## config.mk

```make
export PLATFORM = sky130hd
export DESIGN_NAME = sdcd_mem_end_flat
export DESIGN_NICKNAME = d
export VERILOG_FILES = /design/src/core/sdcd_pkg.sv /design/src/core/sdcd_bus_if.sv /design/src/core/sdcd_mem_end.sv /design/src/flat_wrapper.sv
export VERILOG_INCLUDE_DIRS = /design/src /design/src/core
export SDC_FILE = /design/constraint.sdc
export NUM_CORES = 1
export LEC_CHECK = 0
export BUFFER_PORTS_ARGS = -buffer_cell sky130_fd_sc_hd__clkbuf_2
export CAP_MARGIN = 20
export CELL_PAD_IN_SITES_DETAIL_PLACEMENT = 0
export CELL_PAD_IN_SITES_GLOBAL_PLACEMENT = 1
export CORE_MARGIN = 1
export CORE_UTILIZATION = 35
export DETAILED_ROUTE_END_ITERATION = 10
export GPL_TIMING_DRIVEN = 0
export PLACE_DENSITY_LB_ADDON = 0.1
export SETUP_SLACK_MARGIN = 0.05
export SYNTH_ARGS = -nofsm -noshare
export SYNTH_HDL_FRONTEND = slang
export SYNTH_SLANG_ARGS = --single-unit
```

## constraint.sdc

```tcl
create_clock -name core_clk -period 3.1 [get_ports core_clk]
set_clock_uncertainty 0.1 [all_clocks]
set_input_delay 0.31 -clock core_clk [delete_from_list [all_inputs] [get_ports core_clk]]
set_output_delay 0.31 -clock core_clk [all_outputs]
set_load 0.02 [all_outputs]
```

## src/core/sdcd_cfg.svh

```systemverilog
`ifndef SDCD_CFG_SVH
`define SDCD_CFG_SVH
// Command field positions on the address bus
`define SDCD_AP_BIT 10
`define SDCD_BC_BIT 12
// Mode register index holding burst length setting
`define SDCD_MR_BURST 3'h0
// Burst length field values in mode register 0
`define SDCD_BL_FIXED8 2'h0
`define SDCD_BL_FLY 2'h1
`define SDCD_BL_FIXED4 2'h2
// Burst length field position in mode register 0
`define SDCD_BL_HI 1
`define SDCD_BL_LO 0
// Beat counts
`define SDCD_BEATS8 4'h8
`define SDCD_BEATS4 4'h4
// Self-refresh exit guard
`define SDCD_SRX_GUARD_NCK 512
`endif

```

## src/core/sdcd_pkg.sv

```systemverilog
package sdcd_pkg;
    typedef enum logic [3:0] {
        CMD_NONE = 4'h0,
        CMD_MODE_SET = 4'h1,
        CMD_REFRESH = 4'h2,
        CMD_SELF_REFRESH_ENTRY = 4'h3,
        CMD_SELF_REFRESH_EXIT = 4'h4,
        CMD_PRECHARGE = 4'h5,
        CMD_PRECHARGE_ALL = 4'h6,
        CMD_ACTIVATE = 4'h7,
        CMD_WRITE = 4'h8,
        CMD_READ = 4'h9,
        CMD_NO_OPERATION = 4'ha,
        CMD_POWER_DOWN_ENTRY = 4'hb,
        CMD_POWER_DOWN_EXIT = 4'hc,
        CMD_CAL_LONG = 4'hd,
        CMD_CAL_SHORT = 4'he
    } sdcd_cmd_type;
    typedef enum logic [1:0] {
        ST_IDLE = 2'b00,
        ST_POWER_DOWN = 2'b01,
        ST_SELF_REFRESH = 2'b10
    } sdcd_state_type;
endpackage : sdcd_pkg

```

## src/core/sdcd_bus_if.sv

```systemverilog
`timescale 1ns/1ps
interface sdcd_bus_if #(
    parameter int BANK_W = 3,
    parameter int ADDR_W = 15
);
    logic cke;
    logic csN;
    logic rasN;
    logic casN;
    logic weN;
    logic [BANK_W-1:0] bank;
    logic [ADDR_W-1:0] addr;
    logic terminationControl;
    logic resetN;
    modport controller (output cke, csN, rasN, casN, weN, bank, addr, terminationControl, resetN);
    modport memory (input cke, csN, rasN, casN, weN, bank, addr, terminationControl, resetN);
endinterface : sdcd_bus_if

```

## src/core/sdcd_mem_end.sv

```systemverilog
`timescale 1ns/1ps
`include "sdcd_cfg.svh"
// Operation
// - Decode strobes and clock enable at edge
// - Address widths follow configured density
// - Controller keeps reset pin high unless memResetReq is set
// - Mode register set selects register by bank
// - Activate row in addressed bank
// - Write burst at column, upper bits reserved
// - Read burst at column and bank
// - On-the-fly chop bit: low four, high eight
// - Auto precharge bit closes bank
// - Burst mode from mode register, never interrupted
// - No operation lets bursts continue
// - Deselect acts as no operation
// - Clock enable edges enter and leave power-down
// - Self refresh entry and exit
// - Termination follows the bus control, disabled in self refresh
// - Controller waits 512 cycles after each clock enable rise before writes
// - Controller drives defined levels
module sdcd_mem_end #(
    parameter int BANK_W = 3,
    parameter int ADDR_W = 15,
    parameter int ROW_W = 15,
    parameter int COL_W = 10
) (
    // Clock, reset, enable
    input wire logic core_clk,
    input wire logic resetn,
    input wire logic clkEn,
    // Link
    sdcd_bus_if.memory bus,
    // Decoded command
    output sdcd_pkg::sdcd_cmd_type cmdOut,
    output logic cmdStrobe,
    output logic [BANK_W-1:0] cmdBank,
    output logic [ROW_W-1:0] cmdRow,
    output logic [COL_W-1:0] cmdCol,
    output logic [ADDR_W-1:0] cmdOpcode,
    output logic autoPrecharge,
    output logic [3:0] burstBeats,
    // State
    output sdcd_pkg::sdcd_state_type powerState,
    output logic burstBusy,
    output logic terminationEnable,
    output logic [1:0] burstMode
);
    sdcd_pkg::sdcd_cmd_type cmd_d, cmd_q;
    sdcd_pkg::sdcd_state_type st_d, st_q;
    logic ckePrev_q, stb_q, ap_q, term_q;
    logic [BANK_W-1:0] bank_q;
    logic [ROW_W-1:0] row_q;
    logic [COL_W-1:0] col_q;
    logic [ADDR_W-1:0] op_q;
    logic [3:0] beats_q, left_q;
    logic [1:0] blMode_q;
    // ****
    // Command decode
    // ****
    // Command pattern
    wire [3:0] pat = {bus.csN, bus.rasN, bus.casN, bus.weN};
    wire ckeHH = ckePrev_q && bus.cke;
    wire ckeHL = ckePrev_q && !bus.cke;
    wire ckeLH = !ckePrev_q && bus.cke;
    wire idleCmd = bus.csN || (pat == 4'h7);
    wire apBit = bus.addr[`SDCD_AP_BIT];
    wire bcBit = bus.addr[`SDCD_BC_BIT];
    wire isRw = ckeHH && (pat == 4'h4 || pat == 4'h5);
    // Burst mode chosen by mode register
    wire flyMode = (blMode_q == `SDCD_BL_FLY);
    wire [3:0] beatsSel = flyMode ? (bcBit ? `SDCD_BEATS8 : `SDCD_BEATS4)
        : ((blMode_q == `SDCD_BL_FIXED4) ? `SDCD_BEATS4 : `SDCD_BEATS8);
    wire mrsBurst = ckeHH && pat == 4'h0 && bus.bank == BANK_W'(`SDCD_MR_BURST);
    // ****
    // Power state machine
    // ****
    always_comb
    begin
        cmd_d = sdcd_pkg::CMD_NONE;
        st_d = st_q;
        case (st_q)
            sdcd_pkg::ST_IDLE:
            begin
                if (ckeHL && pat == 4'h1)
                begin
                    cmd_d = sdcd_pkg::CMD_SELF_REFRESH_ENTRY;
                    st_d = sdcd_pkg::ST_SELF_REFRESH;
                end
                else if (ckeHL && idleCmd)
                begin
                    cmd_d = sdcd_pkg::CMD_POWER_DOWN_ENTRY;
                    st_d = sdcd_pkg::ST_POWER_DOWN;
                end
                else if (!ckeHH || idleCmd)
                    cmd_d = ckeHH ? sdcd_pkg::CMD_NO_OPERATION : sdcd_pkg::CMD_NONE;
                else
                begin
                    case (pat)
                        4'h0: cmd_d = sdcd_pkg::CMD_MODE_SET;
                        4'h1: cmd_d = sdcd_pkg::CMD_REFRESH;
                        4'h2: cmd_d = apBit ? sdcd_pkg::CMD_PRECHARGE_ALL
                            : sdcd_pkg::CMD_PRECHARGE;
                        4'h3: cmd_d = sdcd_pkg::CMD_ACTIVATE;
                        4'h4: cmd_d = sdcd_pkg::CMD_WRITE;
                        4'h5: cmd_d = sdcd_pkg::CMD_READ;
                        4'h6: cmd_d = apBit ? sdcd_pkg::CMD_CAL_LONG : sdcd_pkg::CMD_CAL_SHORT;
                        default: cmd_d = sdcd_pkg::CMD_NONE;
                    endcase
                end
            end
            sdcd_pkg::ST_POWER_DOWN:
            begin
                if (ckeLH && idleCmd)
                begin
                    cmd_d = sdcd_pkg::CMD_POWER_DOWN_EXIT;
                    st_d = sdcd_pkg::ST_IDLE;
                end
            end
            sdcd_pkg::ST_SELF_REFRESH:
            begin
                if (ckeLH && idleCmd)
                begin
                    cmd_d = sdcd_pkg::CMD_SELF_REFRESH_EXIT;
                    st_d = sdcd_pkg::ST_IDLE;
                end
            end
            default: st_d = sdcd_pkg::ST_IDLE;
        endcase
    end
    // ****
    // Registers
    // ****
    // Bus reset pin acts on the clock edge; an asynchronous path is not modelled
    always_ff @(posedge core_clk)
    begin
        if (!resetn || !bus.resetN)
        begin
            ckePrev_q <= 1'b0;
            st_q <= sdcd_pkg::ST_IDLE;
            cmd_q <= sdcd_pkg::CMD_NONE;
            stb_q <= 1'b0;
            bank_q <= '0;
            row_q <= '0;
            col_q <= '0;
            op_q <= '0;
            ap_q <= 1'b0;
            beats_q <= '0;
            left_q <= '0;
            blMode_q <= `SDCD_BL_FIXED8;
            term_q <= 1'b0;
        end
        else if (clkEn)
        begin
            ckePrev_q <= bus.cke;
            st_q <= st_d;
            cmd_q <= cmd_d;
            stb_q <= (cmd_d != sdcd_pkg::CMD_NONE);
            if (cmd_d != sdcd_pkg::CMD_NONE && cmd_d != sdcd_pkg::CMD_NO_OPERATION)
            begin
                bank_q <= bus.bank;
                row_q <= bus.addr[ROW_W-1:0];
                col_q <= bus.addr[COL_W-1:0];
                op_q <= bus.addr;
            end
            ap_q <= isRw && apBit;
            beats_q <= isRw ? beatsSel : 4'h0;
            if (mrsBurst)
                blMode_q <= bus.addr[`SDCD_BL_HI:`SDCD_BL_LO];
            if (isRw && left_q == 4'h0)
                left_q <= beatsSel;
            else if (left_q != 4'h0)
                left_q <= left_q - 4'h1;
            term_q <= bus.terminationControl && (st_d != sdcd_pkg::ST_SELF_REFRESH);
        end
    end
    // ****
    // Outputs
    // ****
    assign cmdOut = cmd_q;
    assign cmdStrobe = stb_q;
    assign cmdBank = bank_q;
    assign cmdRow = row_q;
    assign cmdCol = col_q;
    assign cmdOpcode = op_q;
    assign autoPrecharge = ap_q;
    assign burstBeats = beats_q;
    assign powerState = st_q;
    assign burstBusy = (left_q != 4'h0);
    assign terminationEnable = term_q;
    assign burstMode = blMode_q;
endmodule : sdcd_mem_end

```

## src/flat_wrapper.sv

```systemverilog
// flat-port wrapper written by rule: the top's interface ports become plain ports
module sdcd_mem_end_flat 
#(
    parameter int BANK_W = 3,
    parameter int ADDR_W = 15,
    parameter int ROW_W = 15,
    parameter int COL_W = 10
)
  (core_clk, resetn, clkEn, cmdOut, cmdStrobe, cmdBank, cmdRow, cmdCol, cmdOpcode, autoPrecharge, burstBeats, powerState, burstBusy, terminationEnable, burstMode, bus_cke, bus_csN, bus_rasN, bus_casN, bus_weN, bus_bank, bus_addr, bus_terminationControl, bus_resetN);
  sdcd_bus_if #(.BANK_W(BANK_W), .ADDR_W(ADDR_W)) bus_i ();
  input wire logic core_clk;
  input wire logic resetn;
  input wire logic clkEn;
  output sdcd_pkg::sdcd_cmd_type cmdOut;
  output logic cmdStrobe;
  output logic [BANK_W-1:0] cmdBank;
  output logic [ROW_W-1:0] cmdRow;
  output logic [COL_W-1:0] cmdCol;
  output logic [ADDR_W-1:0] cmdOpcode;
  output logic autoPrecharge;
  output logic [3:0] burstBeats;
  output sdcd_pkg::sdcd_state_type powerState;
  output logic burstBusy;
  output logic terminationEnable;
  output logic [1:0] burstMode;
  input wire logic [$bits(bus_i.cke)-1:0] bus_cke;
  input wire logic [$bits(bus_i.csN)-1:0] bus_csN;
  input wire logic [$bits(bus_i.rasN)-1:0] bus_rasN;
  input wire logic [$bits(bus_i.casN)-1:0] bus_casN;
  input wire logic [$bits(bus_i.weN)-1:0] bus_weN;
  input wire logic [$bits(bus_i.bank)-1:0] bus_bank;
  input wire logic [$bits(bus_i.addr)-1:0] bus_addr;
  input wire logic [$bits(bus_i.terminationControl)-1:0] bus_terminationControl;
  input wire logic [$bits(bus_i.resetN)-1:0] bus_resetN;
  assign bus_i.cke = bus_cke;
  assign bus_i.csN = bus_csN;
  assign bus_i.rasN = bus_rasN;
  assign bus_i.casN = bus_casN;
  assign bus_i.weN = bus_weN;
  assign bus_i.bank = bus_bank;
  assign bus_i.addr = bus_addr;
  assign bus_i.terminationControl = bus_terminationControl;
  assign bus_i.resetN = bus_resetN;
  sdcd_mem_end #(.BANK_W(BANK_W), .ADDR_W(ADDR_W), .ROW_W(ROW_W), .COL_W(COL_W)) u_core (.core_clk(core_clk), .resetn(resetn), .clkEn(clkEn), .bus(bus_i), .cmdOut(cmdOut), .cmdStrobe(cmdStrobe), .cmdBank(cmdBank), .cmdRow(cmdRow), .cmdCol(cmdCol), .cmdOpcode(cmdOpcode), .autoPrecharge(autoPrecharge), .burstBeats(burstBeats), .powerState(powerState), .burstBusy(burstBusy), .terminationEnable(terminationEnable), .burstMode(burstMode));
endmodule
```

## Word-level counts from Yosys, hierarchy flattened

Index checks and enable logic that the tools add are counted.

| operators by class | value |
|---|---|
| reductions and logical operators | 33 |
| order comparisons | 0 |
| equal/unequal tests | 13 |
| multipliers | 0 |
| divide/modulo/power cells | 0 |
| add/sub/neg operators | 1 |
| shift operators | 0 |
| bitwise gates (word level) | 0 |
| muxes and demuxes | 20 |

Operator list:

| kind | count |
|---|---|
| $mux W4 | 11 |
| $pmux W4 S7 | 1 |
| $eq A4 B3 Y1 const B | 4 |
| $logic_and A1 B1 Y1 | 13 |
| $pmux W4 S3 | 1 |
| $mux W2 | 5 |
| $eq A4 B2 Y1 const B | 2 |
| $logic_not A4 Y1 | 2 |
| $reduce_bool A4 Y1 | 2 |
| $reduce_and A2 Y1 | 3 |
| $logic_not A1 Y1 | 5 |
| $eq A2 B1 Y1 const B | 2 |
| $eq A2 B2 Y1 const B | 2 |
| $eq A4 B1 Y1 const B | 1 |
| $logic_or A1 B1 Y1 | 4 |
| $ne A4 B4 Y1 const B | 1 |
| $pmux W2 S2 | 1 |
| $sub A4 B1 Y4 const B | 1 |
| $logic_not A3 Y1 | 1 |
| $mux W3 | 1 |
| $logic_not A2 Y1 | 1 |
| $ne A2 B2 Y1 const B | 1 |
| $reduce_bool A2 Y1 | 1 |
| $reduce_or A2 Y1 | 1 |

| word-level totals | value |
|---|---|
| input bits | 28 |
| ROM bits | 0 |
| memories | 0 |
| memory bits (writable) | 0 |
| latch bits | 0 |
| flip-flop bits (word level) | 48 |

## Depth between registers and ports, before layout

| depth | value |
|---|---|
| depth in word-level cells | 10 |
| mapped depth | 10 |
| mapped depth without buffers | 8 |

## Least setup slack after synthesis

Ideal clock, no wire load.

| path | value |
|---|---|
| path type | register -> register |
| start point | reg u_core.st_q[0] (netlist: u_core.powerState[0]) |
| end point | reg u_core.bank_q[0] (netlist: u_core.cmdBank[0]) |
| arrival time | 2.143 ns |
| path buffers | 2 |
| cell stages (with the launch flop) | 10 |
| library setup time | 0.072 ns |
| clock period less this slack | 2.314 ns |
| path slack | 0.786 ns |
| data required time | 2.928 ns |
| path through | dfxtp_1 -> inv_1 -> ha_1 -> nand2_1 -> o32a_2 -> o211ai_1 -> o221a_1 -> buf_6 -> buf_12 -> mux2i_1 |

| on the way | value |
|---|---|
| word-level cells in the longest chain between the ends | 5 |
| elaborated cells on any way between the ends | 8 |
| those cells by class | 3 x eq/ne; 1 x mux; 4 x reduce/logical |

Ends and longest elaborated chain:

| item | RTL line | text |
|---|---|---|
| from (decl) | sdcd_mem_end.sv:49 | `sdcd_pkg::sdcd_state_type st_d, st_q;` |
| from (signal assigned) | sdcd_mem_end.sv:139 | `st_q <= sdcd_pkg::ST_IDLE;` |
| from (signal assigned) | sdcd_mem_end.sv:155 | `st_q <= st_d;` |
| $eq A2 B2 Y1 (tied with other cells) | sdcd_mem_end.sv:81 | `case (st_q)` |
| $pmux W4 S3 (*) | sdcd_mem_end.sv:81 |  |
| $ne A4 B4 Y1 / $reduce_bool A4 Y1 (equally long branches) | sdcd_mem_end.sv:158 | `if (cmd_d != sdcd_pkg::CMD_NONE && cmd_d != sdcd_pkg::CMD_NO_OPERATION)` |
| $logic_and A1 B1 Y1 (*) | sdcd_mem_end.sv:158 |  |
| $reduce_and A2 Y1 (no line) (*) | n/a |  |
| to (signal assigned) | sdcd_mem_end.sv:160 | `bank_q <= bus.bank;` |
| to (decl) | sdcd_mem_end.sv:51 | `logic [BANK_W-1:0] bank_q;` |

Every way passes the cells marked *; elsewhere a longest branch is shown, timed or not.
A chain may end at the register's enable or synchronous reset.

## Final worst setup path

| path | value |
|---|---|
| start point | reg u_core.st_q[0] (netlist: u_core.powerState[0]) |
| end point | reg u_core.col_q[4] (netlist: u_core.cmdCol[4]) |

| on the way | value |
|---|---|
| word-level cells in the longest chain between the ends | 5 |
| elaborated cells on any way between the ends | 8 |
| those cells by class | 3 x eq/ne; 1 x mux; 4 x reduce/logical |

Ends and longest elaborated chain:

| item | RTL line | text |
|---|---|---|
| $eq A2 B2 Y1 (tied with other cells) | sdcd_mem_end.sv:81 |  |
| $pmux W4 S3 (*) | sdcd_mem_end.sv:81 |  |
| $ne A4 B4 Y1 / $reduce_bool A4 Y1 (equally long branches) | sdcd_mem_end.sv:158 |  |
| $logic_and A1 B1 Y1 (*) | sdcd_mem_end.sv:158 |  |
| $reduce_and A2 Y1 (no line) (*) | n/a |  |
| to (signal assigned) | sdcd_mem_end.sv:162 | `col_q <= bus.addr[COL_W-1:0];` |
| to (decl) | sdcd_mem_end.sv:53 | `logic [COL_W-1:0] col_q;` |

Marks and branches as above.

==> flow_summary.ini <==
[critical_path]
crit_fanout = 10
timing_worst_setup_path_type = register to register
end_kind = register
worstPathRequired_ns = 3.22
cp.arrival_ns = 2.66
startpoint_type = register

[synth]
syn_area_per_cell_sq_um = 8.43
synth_edf_count = 0
ys_ff_latch = 36
synth_top_area_frac = 0.330
yosysWarnings = 0
syn_inst = 259
ys.flop_type = dfxtp_1
yosys.area.top_type = dfxtp_1
ys_seq_area_frac = 0.330
synth_area_leaders = dfxtp_1, mux2i_1, buf_4
synth_async_sr_flop_share = 0
synth_cell_types = 54
synth_area_sq_um = 2180

[global_routing]
first_global_vias = 1720
track_usage = 0.162
grt_max_degree = 11
grt_pass1_wl_um = 8170
grt_overflow = 0
antenna_found_initial = 0

[placed_design]
hpwl_um = 3900
port-buffer-count = 82
place_inst = 417
place_congestion = 0.784

[die]
die_area_sq_um = 6560
placementRows = 28
coreArea_sq_um = 5960
fp.dieW_um = 81.0
die_h_um = 81.0
initial_core_util = 0.367
ios = 87

[timing]
min_period_ns = 2.54
relSlewSlack = 0.551
fmax_mhz = 394
hold_viol = 0
tns_ns = 0
finalCritPeriodShare = 0.819
rsz0062_at_grt = no
setup-violations-final = 0
drv_slew = 0
worst_pin_slew_ns = 0.671

[clock_network]
clockBufferDepth = 2
clk_latency_ns = 0.29
cts_max_level = 2
cts_root_buffer = clkbuf_8
postCtsResizedCells = 0
cts_hold_buf = 0
post_cts_buffers = 0
clkSlewWorstSetupHoldPaths_ns = 0.07
cts.sinks = 36
numCtsBuffers = 5
cts_tree = built

[run_status]
status = finished, final reports clean

[cells_and_area]
multiInputGateArea_sq_um = 1120
drive_gt1_frac = 0.378
final_cell_mix = clkbuf_2, nand2_1, dfxtp_1
fillers = 633
layout_commonest_cell = clkbuf_2
fin_nets = 383
area_delta_synth_final_pct = 26.8
final_cells = 424
seq_area_sq_um = 721
num_antenna_cells = 0

[pwr]
peakVddDrop_v = 0.000249
p_leak_uw = 0.00127
power.density_nw_per_um2 = 327

[worst_hold_path]
hp-class = input pin to register

[route]
drt_wl_total_um = 5100
via_count = 2008
first_pass_iters = 4
ant_nets = 0
viasPerCell = 4.74
wire_per_inst_um = 12.0
first_iter_violations = 52
route.detailed.drc = 0

[run]
cap_violations = 0
final timing paths:
path	start	to	slack (ns)	cells after the start
max reg2reg	u_core.powerState[0]$_SDFFE_PP0P_	u_core.cmdCol[4]$_SDFFE_PP0P_	0.56	9
max	u_core.powerState[0]$_SDFFE_PP0P_	u_core.cmdCol[4]$_SDFFE_PP0P_	0.56	9
min	bus_addr[8]	u_core.cmdCol[8]$_SDFFE_PP0P_	0.14	3
min reg2reg	u_core.cmdBank[1]$_SDFFE_PP0P_	u_core.cmdBank[1]$_SDFFE_PP0P_	0.36	2
cell type report:
class,instances,area share
Inverter,7,0.00949
Sequential cell,36,0.260
Buffer,41,0.115
Clock buffer,6,0.0262
Tap cell,75,0.0339
Multi-Input combinational cell,176,0.405
Clock inverter,1,0.00181
Timing Repair Buffer,82,0.148
per-stage QoR:
stage	cell area (sq um)	worst slack (ns)	power (uW)	utilization	hold slack (ns)
3_3_place_gp	2690	0.549	604	0.452	0.343
6_report	2770	0.562	907	0.465	0.144
4_1_cts	2770	0.552	922	0.465	0.134
2_1_floorplan	2190	0.786	562	-	0.352
3_5_place_dp	2690	0.536	605	0.452	0.352
5_1_grt	2770	0.417	956	0.465	0.141
registers in the layout, summed over array words and instances, names as in the netlist:
| signal | cells |
|---|---|
| u_core.cmdRow | 6 |
| u_core.cmdCol | 9 |
| u_core.left_q | 4 |
| u_core.autoPrecharge | 1 |
| u_core.cmdBank | 3 |
| u_core.burstMode | 2 |
| u_core.terminationEnable | 1 |
| u_core.cmdStrobe | 1 |
| u_core.burstBeats | 2 |
| u_core.cmdOut | 4 |
| u_core.ckePrev_q | 1 |
| u_core.powerState | 2 |
worst max-delay path: stages, from the launching register on:
cell and delay [ns]:
dfxtp_1 0.36, inv_1 0.12, ha_1 0.29, nand2_1 0.16
o32a_2 0.44, o211ai_1 0.24, o221a_1 0.25, buf_6 0.18
buf_12 0.16, mux2i_1 0.18
logic make-up after synthesis:
group | Yosys count | share of synthesized area
simple gates | 103 | 0.225
buf+inv | 48 | 0.158
compound gates | 37 | 0.122
flops | 36 | 0.330
mux | 27 | 0.124
fa+ha+maj | 6 | 0.0344
other cells | 1 | 0.00172
xor+xnor | 1 | 0.00401
power by group:
group / switching (uW) / total [uW] / internal (uW) / leakage [uW]
Combinational: 69.5 / 123 / 53.9 / 0.000940
Clock: 161 / 314 / 153 / 0.0000410
Sequential: 3.72 / 470 / 466 / 0.000290
Total: 234 / 907 / 673 / 0.00127
synthesized netlist by cell type, types with 2 or more instances:
library cell	count
nor4_1	3
nand2b_1	2
clkbuf_8	2
buf_4	28
nor2_1	22
ha_1	6
nor3_1	2
dfxtp_1	36
nand4b_1	2
mux2i_1	26
nand3b_1	5
clkbuf_1	6
a211oi_1	2
a22oi_1	2
nor2b_1	3
nand2_1	50
buf_6	3
inv_1	6
and2_1	2
o21ai_0	4
nand3_1	3
a21oi_1	12
per-layer routing:
metal	vias to the layer above	track usage	routed length [um]
met3	7	0.0382	354
met2	79	0.265	2240
met4	0	0.0589	68
met5	-	0	0
li1	1036	-	-
met1	886	0.208	2430
No activity file was read; power rests on OpenSTA's default activity.
